==> src/common/strap_params.svh <==
// constants for the basic pin mode strap decoder
// assumes a single 100 mhz clock; included by bare name wherever needed
`ifndef STRAP_PARAMS_SVH
`define STRAP_PARAMS_SVH

// number of sampled pins: ten straps plus the pin-mode select
`define STRAP_COUNT 11
// bit positions of each strap inside the sampled vector
`define IDX_DUPLEX 0
`define IDX_SPEED 1
`define IDX_AUTONEG 2
`define IDX_IFACE_MID 3
`define IDX_IFACE_LO 4
`define IDX_ISOLATE 5
`define IDX_ADDR0 6
`define IDX_ADDR1 7
`define IDX_ADDR2 8
`define IDX_IFACE_HI 9
`define IDX_PIN_MODE 10
// level of the pin-mode select that means basic mode
`define BASIC_MODE_LEVEL 1'h1
// settings shown before the straps are sampled (unstrapped levels)
`define DEF_ADDR 3'h1
`define DEF_AUTONEG 1'h1
`define DEF_SPEED 1'h1
`define DEF_DUPLEX_LEVEL 1'h1
`define DEF_ISOLATE 1'h0
// level of the duplex strap that selects full duplex
`define FULL_DUPLEX_LEVEL 1'h0
// strap settle time after reset release, and the clock period
`define SETTLE_NS 100
`define CLK_PERIOD_NS 10
`define SETTLE_CYCLES ((`SETTLE_NS + `CLK_PERIOD_NS - 1) / `CLK_PERIOD_NS)
`define SETTLE_CNT_W 4

`endif

==> src/common/strap_pkg.sv <==
// types shared by the strap sampler and the strap decoder
// assumes strap_params.svh is on the include path
`include "strap_params.svh"
package strap_pkg;
  // mac interface selection decoded from three straps
  typedef enum logic [1:0] {
    IFACE_MII,
    IFACE_RMII_MASTER,
    IFACE_RMII_SLAVE,
    IFACE_RESERVED
  } iface_mode_t;

  // power-up configuration produced by the decoder
  typedef struct packed {
    logic [2:0] mgmt_addr;
    iface_mode_t iface;
    logic autoneg_en;
    logic speed_100;
    logic full_duplex;
    logic mii_isolate;
  } cfg_t;

  // decoder states
  typedef enum logic [1:0] {
    ST_WAIT_SAMPLE,
    ST_BASIC,
    ST_ENHANCED
  } dec_state_t;
endpackage

==> src/common/strap_if.sv <==
// carries the latched strap levels from sampler to decoder
// assumes both ends run on the same clock
`include "strap_params.svh"
interface strap_if;
  logic [`STRAP_COUNT-1:0] bits; // latched strap levels
  logic done; // high from the capture onward
  modport sampler (output bits, output done);
  modport decoder (input bits, input done);
endinterface

==> src/hdl/basic_mode_strap_decoder.sv <==
// top of the basic pin mode strap decoder: turns latched straps into settings
// assumes board pulls hold the strap pins steady across reset release
// limitation: straps are read once per hard reset, later pin moves never reach the settings
`include "strap_params.svh"

//
// Contract
// - strap meanings apply only in basic mode
// - address bit0 from its strap, default 1
// - address bit1 from its strap, default 0
// - address bit2 from its strap, default 0
// - three straps select mii, rmii master, slave
// - autoneg strap 1 enables, default enabled
// - isolate strap 1 isolates mii, default off
// - sample at hard reset, reload on soft reset
// - each strap is one two-level bit
module basic_mode_strap_decoder (
  // clock and reset
  input wire logic clock,
  input wire logic rst_n,
  // strap pins as seen at the package, already pulled by the board
  input wire logic addr_bit0_strap,
  input wire logic addr_bit1_strap,
  input wire logic addr_bit2_strap,
  input wire logic iface_sel_hi_strap,
  input wire logic iface_sel_mid_strap,
  input wire logic iface_sel_lo_strap,
  input wire logic autoneg_strap,
  input wire logic speed_strap,
  input wire logic duplex_strap,
  input wire logic isolate_strap,
  input wire logic pin_mode_select,
  // management side, same clock
  input wire logic soft_reset,
  input wire logic cfg_write,
  input wire logic wr_autoneg_en,
  input wire logic wr_speed_100,
  input wire logic wr_full_duplex,
  input wire logic wr_mii_isolate,
  // decoded settings
  output logic [2:0] mgmt_addr,
  output strap_pkg::iface_mode_t iface_mode,
  output logic autoneg_en,
  output logic speed_100,
  output logic full_duplex,
  output logic mii_isolate,
  // status
  output logic cfg_valid,
  output logic basic_mode,
  output logic iface_reserved
);
  import strap_pkg::*;

  // whole state of the decoder
  typedef struct packed {
    dec_state_t st; // where the decoder stands
    cfg_t cfg; // live settings
    logic valid; // settings came from straps
    logic basic; // device is in basic pin mode
    logic reserved; // interface straps hit a reserved code
  } dec_reg_t;

  // q is the registered state, d its next value; both move as one block
  dec_reg_t q, d;

  // pins gathered into one vector, placed by the index constants
  logic [`STRAP_COUNT-1:0] pins;

  // latched strap levels from the sampler
  // only captured, settled levels cross here; no raw pin reaches the decoder
  strap_if sif ();

  // pin vector; each strap is a single two-level bit
  // wiring only: the sampler's first flop is the sole reader of these levels
  always_comb begin
    pins = '0;
    pins[`IDX_DUPLEX] = duplex_strap;
    pins[`IDX_SPEED] = speed_strap;
    pins[`IDX_AUTONEG] = autoneg_strap;
    pins[`IDX_IFACE_MID] = iface_sel_mid_strap;
    pins[`IDX_IFACE_LO] = iface_sel_lo_strap;
    pins[`IDX_ISOLATE] = isolate_strap;
    pins[`IDX_ADDR0] = addr_bit0_strap;
    pins[`IDX_ADDR1] = addr_bit1_strap;
    pins[`IDX_ADDR2] = addr_bit2_strap;
    pins[`IDX_IFACE_HI] = iface_sel_hi_strap;
    pins[`IDX_PIN_MODE] = pin_mode_select;
  end

  // synchroniser and one-shot capture live in the sampler
  strap_sampler u_sampler (
    .clock(clock),
    .rst_n(rst_n),
    .strap_pins(pins),
    .sif(sif)
  );

  // interface selection from hi, mid, lo strap levels
  function automatic iface_mode_t decode_iface(input logic hi, input logic mid, input logic lo);
    iface_mode_t m;
    // three codes are defined; every other pattern is flagged, never guessed
    m = IFACE_RESERVED;
    if (!hi && !mid && !lo) begin
      m = IFACE_MII;
    end else if (!hi && !mid && lo) begin
      m = IFACE_RMII_MASTER;
    end else if (hi && !mid && lo) begin
      m = IFACE_RMII_SLAVE;
    end
    return m;
  endfunction

  // full settings from a latched strap vector
  function automatic cfg_t decode_straps(input logic [`STRAP_COUNT-1:0] s);
    cfg_t c;
    // address bits keep their strap level, no inversion
    c.mgmt_addr[0] = s[`IDX_ADDR0];
    c.mgmt_addr[1] = s[`IDX_ADDR1];
    c.mgmt_addr[2] = s[`IDX_ADDR2];
    // the interface code is read from three pins as one field
    c.iface = decode_iface(s[`IDX_IFACE_HI], s[`IDX_IFACE_MID], s[`IDX_IFACE_LO]);
    c.autoneg_en = s[`IDX_AUTONEG];
    c.speed_100 = s[`IDX_SPEED];
    // a high duplex level means half duplex, so the unstrapped part is half
    c.full_duplex = (s[`IDX_DUPLEX] == `FULL_DUPLEX_LEVEL);
    c.mii_isolate = s[`IDX_ISOLATE];
    return c;
  endfunction

  // settings shown until the straps are known, equal to the unstrapped levels
  function automatic cfg_t default_cfg();
    cfg_t c;
    c.mgmt_addr = `DEF_ADDR;
    c.iface = IFACE_MII;
    c.autoneg_en = `DEF_AUTONEG;
    c.speed_100 = `DEF_SPEED;
    c.full_duplex = (`DEF_DUPLEX_LEVEL == `FULL_DUPLEX_LEVEL);
    // must match the levels of a part with no board resistors fitted
    c.mii_isolate = `DEF_ISOLATE;
    return c;
  endfunction

  // reset value as a constant, so the async reset branch loads no logic
  localparam cfg_t reset_cfg = default_cfg();

  // next state
  always_comb begin
    d = q;
    // one state per capture outcome; no way back short of a hard reset
    unique case (q.st)
      // wait for the one-shot capture after hard reset
      ST_WAIT_SAMPLE: begin
        if (sif.done) begin
          if (sif.bits[`IDX_PIN_MODE] == `BASIC_MODE_LEVEL) begin
            d.st = ST_BASIC;
            d.basic = 1'h1;
            d.cfg = decode_straps(sif.bits);
            d.valid = 1'h1;
            // a reserved code still loads the other fields, so the part stays reachable
            d.reserved = (decode_iface(sif.bits[`IDX_IFACE_HI], sif.bits[`IDX_IFACE_MID],
                                       sif.bits[`IDX_IFACE_LO]) == IFACE_RESERVED);
          end else begin
            // other strap meanings belong to a different decoder; hold defaults
            d.st = ST_ENHANCED;
          end
        end
      end
      // basic mode: soft reset reloads from the stored capture, never the pins
      ST_BASIC: begin
        // a reload beats a write in the same cycle
        if (soft_reset) begin
          d.cfg = decode_straps(sif.bits);
        end else if (cfg_write) begin
          // management may override the strap values until the next reset
          // address and interface stay as strapped
          d.cfg.autoneg_en = wr_autoneg_en;
          d.cfg.speed_100 = wr_speed_100;
          d.cfg.full_duplex = wr_full_duplex;
          d.cfg.mii_isolate = wr_mii_isolate;
        end
      end
      // not basic mode: nothing here to drive
      // writes and reloads are ignored here, settings stay at their reset values
      ST_ENHANCED: begin
        d.st = ST_ENHANCED;
      end
      // illegal code: return to a safe wait
      default: begin
        d.st = ST_WAIT_SAMPLE;
      end
    endcase
  end

  // register; outputs come straight from these flops
  // async reset shows the unstrapped settings at once, before any clock runs
  always_ff @(posedge clock or negedge rst_n) begin
    if (!rst_n) begin
      q.st <= ST_WAIT_SAMPLE;
      q.cfg <= reset_cfg;
      q.valid <= 1'h0;
      q.basic <= 1'h0;
      q.reserved <= 1'h0;
    end else begin
      q <= d;
    end
  end

  // outputs: plain copies of q, no gating after the flops
  // settings
  assign mgmt_addr = q.cfg.mgmt_addr;
  assign iface_mode = q.cfg.iface;
  assign autoneg_en = q.cfg.autoneg_en;
  assign speed_100 = q.cfg.speed_100;
  assign full_duplex = q.cfg.full_duplex;
  assign mii_isolate = q.cfg.mii_isolate;
  // status
  assign cfg_valid = q.valid;
  assign basic_mode = q.basic;
  assign iface_reserved = q.reserved;
endmodule // basic_mode_strap_decoder

==> src/hdl/strap_sampler.sv <==
// synchronises the strap pins and latches them once after hard reset
// assumes the pins are static while the device leaves reset
`include "strap_params.svh"
module strap_sampler (
  // clock and reset
  input wire logic clock,
  input wire logic rst_n,
  // raw strap pins from the board
  input wire logic [`STRAP_COUNT-1:0] strap_pins,
  // latched levels toward the decoder
  strap_if.sampler sif
);
  import strap_pkg::*;

  // whole state of the sampler
  typedef struct packed {
    logic [`STRAP_COUNT-1:0] sync1; // first synchroniser stage
    logic [`STRAP_COUNT-1:0] sync2; // second synchroniser stage
    logic [`SETTLE_CNT_W-1:0] cnt; // settle counter
    logic [`STRAP_COUNT-1:0] bits; // latched levels
    logic done; // capture has happened
  } samp_state_t;

  samp_state_t q, d;

  // next state: capture happens once, then the value is frozen for reloads
  always_comb begin
    d = q;
    d.sync1 = strap_pins;
    d.sync2 = q.sync1;
    if (!q.done) begin
      if (q.cnt == `SETTLE_CNT_W'(`SETTLE_CYCLES)) begin
        d.bits = q.sync2;
        d.done = 1'h1;
      end else begin
        d.cnt = q.cnt + `SETTLE_CNT_W'(1);
      end
    end
  end

  // register; reset loads constants only, the pins are caught after release
  always_ff @(posedge clock or negedge rst_n) begin
    if (!rst_n) begin
      q <= '0;
    end else begin
      q <= d;
    end
  end

  assign sif.bits = q.bits;
  assign sif.done = q.done;
endmodule // strap_sampler

==> config.mk <==
export PLATFORM = sky130hd
export DESIGN_NAME = basic_mode_strap_decoder
export DESIGN_NICKNAME = d
export VERILOG_FILES = /design/src/common/strap_pkg.sv /design/src/common/strap_if.sv /design/src/hdl/basic_mode_strap_decoder.sv /design/src/hdl/strap_sampler.sv
export VERILOG_INCLUDE_DIRS = /design/src /design/src/common
export SDC_FILE = /design/constraint.sdc
export NUM_CORES = 1
export LEC_CHECK = 0
export ABC_AREA = 1
export ABC_CLOCK_PERIOD_IN_PS = 1500
export BUFFER_PORTS_ARGS = -buffer_cell sky130_fd_sc_hd__buf_4
export CORE_ASPECT_RATIO = 1.1
export CORE_MARGIN = 4
export CORE_UTILIZATION = 45
export CTS_CLUSTER_DIAMETER = 40
export DETAILED_ROUTE_END_ITERATION = 10
export PLACE_DENSITY_LB_ADDON = 0.3
export SLEW_MARGIN = 10
export SYNTH_ARGS = -nofsm -noshare
export SYNTH_HDL_FRONTEND = slang
export SYNTH_HIERARCHICAL = 1
export SYNTH_SLANG_ARGS = --single-unit
==> constraint.sdc <==
create_clock -name clock -period 1.5 [get_ports clock]
set_input_delay 0.075 -clock clock [delete_from_list [all_inputs] [get_ports clock]]
set_output_delay 0.075 -clock clock [all_outputs]
set_load 0.02 [all_outputs]
==> Word level (Yosys, flattened, before mapping) <==
Index checks and enable logic that the tools add are counted.
{ "totals": {"reg_bits": 51, "out_inout_bits": 12, "in_bits": 19, "wordCells": 59} }
{ "classes": {"n_mux": 16, "addsub": 1, "bitwise_logic": 4, "n_eq_ne": 8, "reduce_logical": 16} }
{ "ops": {"columns": ["operator", "n"], "rows": [
  ["9-bit case mux with 2 select lines", 1],
  ["14-bit 2-to-1 mux", 1],
  ["12-bit 2-to-1 mux", 1],
  ["2-bit 2-to-1 mux", 6],
  ["4-bit 2-to-1 mux", 2],
  ["4-bit AND reduction", 2],
  ["2-bit case mux with 3 select lines", 1],
  ["2-bit AND reduction", 3],
  ["1-bit logical AND", 5],
  ["5-bit 2-to-1 mux", 1],
  ["4-bit by 1-bit adder with 4-bit output, second input constant", 1],
  ["2-bit equality test, second input constant", 2],
  ["4-bit equality test, second input constant", 1],
  ["2-bit by 1-bit != test with 1-bit output, second input constant", 2],
  ["1-bit NOT", 4],
  ["1-bit zero test", 3],
  ["1-bit 2-to-1 mux", 3],
  ["3-bit != test, second input constant", 1],
  ["3-bit AND reduction", 1],
  ["2-bit by 1-bit equality test with 1-bit output, second input constant", 1],
  ["2-bit zero test", 1],
  ["2-bit != test, second input constant", 1],
  ["2-bit nonzero test", 1]
]} }

==> Depth between registers and ports, before layout <==
Gate-level depths: netlist (run 1).
{ "depth": {"word_depth": 13, "mapped_depth": 8, "depth_no_buf": 7} }

==> Hierarchy <==
Netlist (run 1), hierarchy kept.
{ "by_module_without_submodules": {"columns": ["module", "area_each_um2", "n_inst", "seq_area_each_um2", "cells_each"], "rows": [
  ["strap_sampler", 1355.0, 1, 950.9, 114],
  ["basic_mode_strap_decoder", 832.0, 1, 329.1, 109]
]} }

==> Least setup slack after synthesis (run 1) <==
OpenSTA, ideal clock, no wires.
{ "synth_path": {"path_type": "reg2reg", "start": "register u_sampler/q[12] in the netlist's numbering", "end": "register u_sampler.q, in the netlist u_sampler/sif.bits[0]", "path_slack_ns": 0.288, "required_time_ns": 1.384, "stages_incl_launch_ff": 9, "n_path_buf": 1, "setup_ns": 0.116, "synth_period_minus_slack_ns": 1.212, "arrival_time_ns": 1.096, "cell_sequence": "dfrtp_1 inv_1 ha_1 nand2_2 nor2_4 nand2_2 buf_6 nand2_1 nand2_1"} }
{ "synth_via": {"elab_chain_len": 2} }
{ "synth_lines": {"columns": ["item", "line_no", "rtl"], "rows": [
  ["start: declaration", "strap_sampler.sv:24", "samp_state_t q, d;"],
  ["start signal: assignment", "strap_sampler.sv:44", "q <= '0;"],
  ["start signal: assignment", "strap_sampler.sv:46", "q <= d;"],
  ["4-bit equality test", "strap_sampler.sv:32", "if (q.cnt == `SETTLE_CNT_W'(`SETTLE_CYCLES)) begin"],
  ["2-bit AND reduction (no line)", null, null]
]} }
Every way passes these cells.
A chain may end at the register's enable or synchronous reset.

==> Final worst setup path (run 1) <==
{ "layout_path": {"start": "register u_sampler/q[12] in the netlist's numbering", "end": "register u_sampler.q, in the netlist u_sampler/sif.bits[2]"} }
The elaborated chain is that of the path after synthesis.

==> impl_metrics.ini, run 1 <==
[detailed_routing]
drt_wl_total_um = 3150
wire_per_inst_um = 10.2
viasPerCell = 4.45
first_iter_violations = 80
ant_nets = 0
num_vias = 1381
firstDrtPassIters = 4
drcViolationCount = 0

[logic_synthesis]
ys_types = 23
synth_top_family_by_area = simple AND/OR/NAND/NOR gates
synth-compound-area-share_pct = 2.75
syn_inst = 223
synth_area_mm2 = 0.00219
synth-xor-area-share_pct = 0
syn_nets = 244
ys_ff_latch = 51
ys_warn_count = 6
yosys.area_share.adder_pct = 1.14
yosysSeqAreaShare_pct = 58.5
synth_mux_area_share_pct = 0
syn_avg_cell_area_um2 = 9.81
synthSimpleGateAreaFrac_pct = 26.3

[die]
die_area_mm2 = 0.00604
io_pins = 31
die-height_um = 81.1
design.core.area_mm2 = 0.00468
die_w_um = 74.5
initial_core_util_pct = 46.7
row_count = 26

[finish]
final_cell_mix = 68 x nand2_1, 48 x dfrtp_1, 31 x buf_4
finalNetCount = 274
diodes = 0
areaGrowthSynthToFinish_pct = 16.5
layout_commonest_cell = nand2_1
drive_gt1_share_pct = 28.0

[timing]
tns_ps = 0
finalCritPeriodShare_pct = 83.6
finClkSkew_ps = 2.59
min_period_ps = 1250
worstMarginPinSlew_ps = 609
slew_violations = 0
finalSetupViolCount = 0
maxSlewHeadroom_pct = 59.4
hold_viol_final = 0
max_freq_ghz = 0.798
rsz0062_at_grt = no

[setup_path]
worstRegToRegCells = 7
worst-path-stages = 7
setup.worst_path.start_class = register
path_cells = inv_1 -> ha_1 -> nand2_2 -> nor2_4 -> nand2_2 -> nand2_1 -> nand2_1
crit_fanout = 11
timing.rr.start = u_sampler/q[12]$_DFFE_PN0P_
path_delay_family = simple AND/OR/NAND/NOR gates
timing.critical_path.slowest_cell_delay_ps = 420
worstPathRequired_ps = 1700
cp-end-kind = register
cp_data_arrival_time_ps = 1450
path_class = register to register
cp-startpoint = u_sampler/q[12]$_DFFE_PN0P_
path_buf_inv = 1
crit_slowest_cell = dfrtp_1

[clocking]
numClockSinks = 51
cts_setup_buffers = 0
clk_path_buf_depth = 2
cts_made_buffers = 5
ctsResizeCount = 0
cts.clk_slew.worst_paths_ps = 90
h-tree-depth = 2
clk_latency_ps = 300
cts_tree = built
root_buffer = clkbuf_8

[run_status]
outcome = finished clean

[global_routing]
grtUsageTotal_pct = 12.1
grt_max_degree = 52
antenna_found_initial = 0
grt_pass1_wl_um = 5660
overflow = 0
grt_pass1_vias = 1297

[pwr]
ir_worst_vdd_uv = 558
power.density_mw_per_mm2 = 1030
p_leak_nw = 1.32
p_total_w = 0.00264

[job]
max-cap-violations = 0

[hold_path]
whs_path_depth = 6
holdCritStartpoint = cfg_write
hp-class = primary input to register

[placement]
gp_congestion = 0.743
portBuffers = 30
dp_hpwl_um = 2200
-- where the power goes --
group / total (W) / switching [W] / internal (W)
clock network: 0.000778 / 0.000445 / 0.000333
logic: 0.000345 / 0.000186 / 0.000158
registers: 0.00151 / 0.0000436 / 0.00147
total: 0.00264 / 0.000674 / 0.00196
-- cell usage after synthesis (all sizes together) --
library cell	number	area, um2
or2	1	6.26
buf	20	155
dfstp	3	78.8
inv	24	92.6
nand3b	2	15.0
nor2	6	40.0
o21ai	7	50.0
dfrtp	48	1200
nand2	83	378
ha	2	25.0
nand3	25	135
a21oi	2	10.0
-- routing by layer --
layer  vias up  global-route usage [%]  routed length [um]
met5         -                       0                   0
met4         0                    4.27                  42
met3         4                    3.71                 218
met2        37                    19.1                1430
met1       615                    15.9                1460
li1        725                       -                   -
-- worst reg2reg max path, stage by stage (launching register included) --
cell and delay (ps):
dfrtp_1 420, inv_1 90, ha_1 190, nand2_2 80, nor2_4 90, nand2_2 140, nand2_1 110, nand2_1 50
-- what timing repair did --
action,in CTS,in global routing
hold endpoints to repair,59,0
setup endpoints to repair,0,0
hold buffers,12,0
-- cells by family (layout without fill, tap and decap cells) --
logic type	count (synthesis)	after routing
and+or+nand+nor	117	117
DFF	51	51
buffers and inverters	44	75
AOI/OAI and AO/OA	9	9
adders and majority gates	2	2
-- path summary, 6_finish.rpt --
path,endpoint,slack (ps)
worst max register to register,u_sampler/sif.bits[2]$_DFFE_PN0P_,250
max in group asynchronous,u_sampler/sif.bits[3]$_DFFE_PN0P_,770
min in group asynchronous,mgmt_addr[2]$_DFFE_PN0P_,330
worst min register to register,u_sampler/q[26]$_DFF_PN0_,350
worst max-delay path,u_sampler/sif.bits[2]$_DFFE_PN0P_,250
worst min-delay path,autoneg_en$_DFFE_PN1P_,130
-- through the flow --
step	worst slack [ps]	util [%]	hold WS (ps)	cell area (um2)	std cells
final	246	54.4	128	2550	310
after global routing	138	54.4	158	2550	310
after CTS	235	54.4	120	2550	310
after detailed placement	251	49.8	134	2330	290
after global placement	288	49.8	132	2330	290
after floorplan	288	-	-221	2190	223
-- registers in the layout, summed over array words and instances (netlist names) --
name and cells:
q 2, speed_100 1, u_sampler/sif.done 1, u_sampler/q 15, mgmt_addr 3, mii_isolate 1, full_duplex 1, iface_reserved 1
u_sampler/d 11, iface_mode 2, u_sampler/sif.bits 11, autoneg_en 1, basic_mode 1
-- final cells by class --
| class | count | area (um2) |
|---|---|---|
| inverter | 24 | 92.6 |
| clock inverter | 3 | 23.8 |
| tap | 56 | 70.1 |
| fill | 423 | 2140 |
| multi-input combinational | 128 | 659 |
| timing repair buffer | 43 | 353 |
| sequential | 51 | 1280 |
| clock buffer | 5 | 68.8 |
Power figures use the tool's default switching activity.
==> run 2: changes to the inputs <==
Settings changed: ABC_AREA 1 to 0, ABC_CLOCK_PERIOD_IN_PS 1500 to 1200.
Clock period 1.5 ns to 1.2 ns, I/O delays scaled along.
==> run 2 against run 1 <==
The run now ends with negative setup slack left. Clock skew grew 5.3 ps. Power grew 94%. Flip-flop and latch count is the same. Critical path depth shrank 1. Die area shrank 5.0%. Sequential share of layout area shrank 3.8 points. Maximum frequency shrank 12%. Non-clock buffer count grew 20. Worst hold slack gained 90 ps. Area after synthesis shrank 5.6%. Core utilization grew 8.6 points. Combinational power grew to 4.6 times the previous value. Critical path type unchanged. Largest cell class unchanged.
==> impl_metrics.ini, run 2 <==
[setup_path]
cp-end-kind = register
crit_fanout = 11
setup.worst_path.start_class = register
worstRegToRegCells = 6
cp_data_arrival_time_ps = 1600
worstPathRequired_ps = 1380
r2r_setup_slack_ps = -230
path_class = register to register

[logic_synthesis]
syn_avg_cell_area_um2 = 13.9
synth_edf_count = 0
synthFlopType = dfrtp_1
netlist_top_cells_area = dfrtp_1 58%, mux2_2 10%, buf_4 6.5%, dfstp_2 3.8%, mux2i_1 3.4%
syn_nets = 170
ys_warn_count = 6
synth_area_mm2 = 0.00206
ys_types = 34
synth_area_leader_cell = dfrtp_1
yosysSeqAreaShare_pct = 62.0
ys_ff_latch = 51
yosys.cell_count.top_type = dfrtp_1
synthTopCellsByCount = 48 x dfrtp_1, 19 x mux2_2, 18 x buf_4, 7 x mux2i_1, 5 x a21oi_1
async_flop_share_pct = 100
yosysTopAreaCellShare_pct = 58.2
syn_inst = 149

[pwr]
power.density_mw_per_mm2 = 1850
p_total_w = 0.00510
seqPwrFrac_pct = 42.2
swShare_pct = 27.0
p_comb_share_pct = 31.4
p_leak_nw = 1.27
clockPowerShare_pct = 26.4
ir_worst_vdd_uv = 985
power_switching_w = 0.00138
p_int_w = 0.00372

[timing]
rsz0062_at_grt = yes
min_period_ps = 1430
slew_violations = 0
tns_ps = -3980
setup_ws_ps = -225
max_freq_ghz = 0.702
finalCritPeriodShare_pct = 119
worstMarginPinSlew_ps = 607
maxSlewHeadroom_pct = 59.5
finClkSkew_ps = 7.86
hold_viol_final = 0
finalSetupViolCount = 24

[global_routing]
gr-usage-met3_pct = 4.18
overflow = 0
grt_pass1_vias = 1349
antenna_found_initial = 0
grt_pass1_wl_um = 6070
grt_max_degree = 52
grtUsageTotal_pct = 13.5
gr-usage-met1_pct = 15.9
grt-busiest-layer = met2
grt_use_met2_pct = 23.6

[detailed_routing]
viasPerCell = 4.81
num_vias = 1213
ant_nets = 0
first_iter_violations = 27
firstDrtPassIters = 4
drt_wl_total_um = 3450
wire_per_inst_um = 13.7
drcViolationCount = 0

[finish]
stdcell_count = 252
layout_commonest_cell = buf_4
seqCellArea_mm2 = 0.00128
postLayoutCellArea_mm2 = 0.00276
fin_util_pct = 63.0
areaGrowthSynthToFinish_pct = 33.6
final_cell_mix = 48 x buf_4, 47 x dfrtp_1, 12 x dlygate4sd3_1
fill_cells = 334
finalNetCount = 218
largest-register = u_sampler/q
largest_register_ffs = 15
drive_gt1_share_pct = 50.5
diodes = 0
multiInputGateArea_um2 = 731

[clocking]
cts_tree = built
clk_path_buf_depth = 2
cts.clk_slew.worst_paths_ps = 90
cts_made_buffers = 5
numClockSinks = 51
clk_latency_ps = 290
root_buffer = clkbuf_8
h-tree-depth = 2

[placement]
dpl-instance-area_mm2 = 0.00243
placed_cells = 230
gp_congestion = 0.725
portBuffers = 30
dp_hpwl_um = 2450

[hold_path]
whs_path_depth = 4
hp-class = primary input to register

[die]
die-height_um = 79.0
die_area_mm2 = 0.00574
design.core.area_mm2 = 0.00438
row_count = 25
io_pins = 31
initial_core_util_pct = 47.1
die_w_um = 72.6

[run_status]
failed_checks = negative setup slack
outcome = complete, but fails checks

[job]
max-cap-violations = 0
==> run 2: cell count changes in the layout (fill, tap and decap cells not counted), sizes merged, moves of 3 or more <==
cell / change
nor2b: +4
nand2: -80
inv: -19
a21oi: +4
buf: +20
mux2i: +7
o21ai: -5
mux2: +19
nand3: -21
a21boi: +3
==> run 2: per-layer routing <==
| metal | vias to the layer above | part of all wire [%] |
|---|---|---|
| li1 | 576 | - |
| met1 | 602 | 40 |
| met2 | 28 | 54 |
| met3 | 7 | 5.0 |
| met4 | 0 | 0.69 |
| met5 | - | 0 |
==> run 2: kinds of logic after synthesis <==
logic type	share of synthesized area, %
AO/OA/AOI/OAI	5.27
buffers and inverters	8.91
AND/OR/NAND/NOR	7.21
XOR/XNOR	1.64
adder cells (fa/ha/maj)	1.21
multiplexers	13.8
flip-flops	62.0
==> run 2: worst paths after layout <==
| check | from | endpoint |
|---|---|---|
| max | u_sampler/q[12]$_DFFE_PN0P_ | u_sampler/sif.bits[5]$_DFFE_PN0P_ |
| min | wr_autoneg_en | autoneg_en$_DFFE_PN1P_ |
| min reg2reg | u_sampler/d[18]$_DFF_PN0_ | u_sampler/q[18]$_DFF_PN0_ |
| min in group asynchronous | rst_n | mii_isolate$_DFFE_PN0P_ |
| max reg2reg | u_sampler/q[12]$_DFFE_PN0P_ | u_sampler/sif.bits[5]$_DFFE_PN0P_ |
| max in group asynchronous | rst_n | u_sampler/sif.done$_DFF_PN0_ |
==> run 2: stage by stage <==
stage | worst slack [ps] | hold slack [ps]
floorplan | -213 | -236
global placement | -209 | 97.7
detailed placement | -236 | 115
CTS | -230 | 212
global route | -299 | 231
finish | -225 | 218
==> run 2: what timing repair did <==
action / CTS / global route
buffers inserted: 1 / 2
resized for setup: 7 / 7
pin swaps: 2 / 2
hold buffers: 12 / 0
hold endpoints to repair: 59 / 0
endpoints found under the setup margin: 25 / 26
==> run 2: critical path, cell delays in order (launching register included) <==
cell and delay [ps]:
dfrtp_1 390, inv_2 80, ha_4 140, nand2_4 50, nor3_4 150, buf_12 160
mux2_2 330
==> run 2: power groups by stage <==
stage | sequential (W) | clock [W] | combinational [W]
after floorplan | 0.00229 | 0 | 0.000974
after global placement | 0.00217 | 0 | 0.00149
after detailed placement | 0.00218 | 0 | 0.00154
after CTS | 0.00216 | 0.00139 | 0.00161
after global routing | 0.00219 | 0.00146 | 0.00171
final | 0.00215 | 0.00135 | 0.00160
==> run 2: final cells by class <==
class / instances / area share (%)
clock buffer: 6 / 2.63
multi-input combinational: 70 / 26.5
clock inverter: 2 / 2.18
timing repair buffer: 63 / 19.0
inverter: 6 / 0.817
sequential: 51 / 46.5
tap: 54 / 2.45
==> run 3: changes to the inputs <==
Settings changed: PLACE_DENSITY set to 0.64, PLACE_DENSITY_LB_ADDON 0.3 to not set.
==> run 3 against run 2 <==
The flow still finishes with violations (negative setup slack). Via count down 2.3%. Flip-flop and latch count unchanged. Clock skew fell by 1.1 ps. Register-to-register slack hardly changed. Combinational power rose by 3%. Die area unchanged. Routed wire length down 5.2%. Sequential share of layout area shrank 0.13 points. Cell area is 0.27% higher. Final cell count is 0.40% higher.
==> impl_metrics.ini, run 3 (synthesized netlist as in run 2, its figures left out) <==
[clocking]
numClockSinks = 51
clk_latency_ps = 310
h-tree-depth = 2
clk_path_buf_depth = 2
root_buffer = clkbuf_8
cts_tree = built
cts.clk_slew.worst_paths_ps = 90
cts_made_buffers = 5

[timing]
finClkSkew_ps = 6.72
worstMarginPinSlew_ps = 604
maxSlewHeadroom_pct = 59.7
min_period_ps = 1420
setup_ws_ps = -224
tns_ps = -3910
hold_viol_final = 0
rsz0062_at_grt = yes
finalSetupViolCount = 24
finalCritPeriodShare_pct = 119
slew_violations = 0
holdWs_ps = 194
max_freq_ghz = 0.702

[hold_path]
hp-class = primary input to register
holdCritStartpoint = wr_mii_isolate
min_to = mii_isolate$_DFFE_PN0P_
whs_path_depth = 4

[finish]
diodes = 0
layout_commonest_cell = buf_4
areaGrowthSynthToFinish_pct = 33.9
largest_register_ffs = 15
final_cell_mix = 48 x buf_4, 47 x dfrtp_1, 12 x dlygate4sd3_1
largest-register = u_sampler/q
finalNetCount = 219
stdcell_count = 253
drive_gt1_share_pct = 50.3

[detailed_routing]
wire_per_inst_um = 12.9
num_vias = 1185
first_iter_violations = 30
viasPerCell = 4.68
drt_wl_total_um = 3270
drcViolationCount = 0
firstDrtPassIters = 3
ant_nets = 0

[setup_path]
r2r_end = u_sampler/sif.bits[3]$_DFFE_PN0P_
timing.rr.start = u_sampler/q[12]$_DFFE_PN0P_
setup.worst_path.start_class = register
path_cells = inv_2 -> ha_4 -> nand2_4 -> nor3_4 -> buf_12 -> mux2_2
cp-end-kind = register
timing.critical_path.slowest_cell_delay_ps = 400
crit_slowest_cell = dfrtp_1
cp_data_arrival_time_ps = 1620
worstPathRequired_ps = 1390
crit_fanout = 11
path_class = register to register
path_delay_family = flip-flops
path_buf_inv = 2
r2r_setup_slack_ps = -220
worstRegToRegCells = 6

[pwr]
p_leak_nw = 1.29
power.density_mw_per_mm2 = 1890
p_total_w = 0.00522
ir_worst_vdd_uv = 889

[placement]
portBuffers = 30
gp_congestion = 0.740
dp_slack_ps = -235
placed_cells = 231
dp_hpwl_um = 2380

[die]
io_pins = 31
die_area_mm2 = 0.00574
row_count = 25
die-height_um = 79.0
die_w_um = 72.6
initial_core_util_pct = 47.1
design.core.area_mm2 = 0.00438

[job]
max-cap-violations = 0

[global_routing]
grtUsageTotal_pct = 13.6
grt_max_degree = 52
grt_pass1_wl_um = 5930
grt_pass1_vias = 1251
antenna_found_initial = 0
overflow = 0

[run_status]
failed_checks = negative setup slack
outcome = complete, but fails checks
[run 3: cell types whose count changed in the layout (fill, tap and decap cells not counted), sizes merged]
cell,delta
inv,+1
buf,+1
clkbuf,-1
[run 3: per-layer routing]
layer,vias up,global-route usage (%),share of wire (%)
li1,580,-,-
met3,5,3.92,5.7
met5,-,0,0
met1,573,16.7,43
met4,0,7.20,2.1
met2,27,21.5,50
[run 3: how the worst max path moves through the flow]
stage                                             from                                end  slack, ps  cells past startpoint
after floorplan            u_sampler/q[12]$_DFFE_PN0P_  u_sampler/sif.bits[0]$_DFFE_PN0P_       -210                      6
final                      u_sampler/q[12]$_DFFE_PN0P_  u_sampler/sif.bits[3]$_DFFE_PN0P_       -220                      6
after global placement    u_sampler/sif.done$_DFF_PN0_           mgmt_addr[1]$_DFFE_PN0P_       -220                      3
after detailed placement   u_sampler/q[12]$_DFFE_PN0P_  u_sampler/sif.bits[0]$_DFFE_PN0P_       -240                      6
after global routing       u_sampler/q[12]$_DFFE_PN0P_  u_sampler/sif.bits[3]$_DFFE_PN0P_       -280                      6
after CTS                  u_sampler/q[12]$_DFFE_PN0P_  u_sampler/sif.bits[3]$_DFFE_PN0P_       -230                      6
[run 3: worst register-to-register path, cell delays in order (launching register included)]
cell	delay (ps)
dfrtp_1	400
inv_2	80
ha_4	140
nand2_4	50
nor3_4	140
buf_12	160
mux2_2	330
[run 3: final cells by class]
cell class / instances / area [um2]
fill: 352 / 1610
sequential: 51 / 1280
inverter: 6 / 22.5
clock buffer: 5 / 68.8
clock inverter: 3 / 71.3
timing repair buffer: 64 / 534
tap: 54 / 67.6
multi-input combinational: 70 / 719
[run 3: where the power goes]
part / total [W] / switching [W] / internal [W]
logic: 0.00165 / 0.000697 / 0.000953
registers: 0.00215 / 0.000150 / 0.00200
clock network: 0.00142 / 0.000570 / 0.000845
total: 0.00522 / 0.00142 / 0.00380
[run 3: repair_timing]
item | in CTS | in global routing
setup endpoints to repair | 25 | 27
buffers inserted | 1 | 1
gates cloned | 0 | 0
hold buffers | 12 | 0
pin swaps | 3 | 3
hold endpoints to repair | 59 | 0
gates resized for setup | 9 | 4
[run 3: metrics by stage]
stage,utilization (%),area [um2]
finish,63.1,2770
global route,63.1,2770
CTS,62.7,2750
detailed placement,55.7,2440
global placement,55.7,2440
floorplan,-,2160
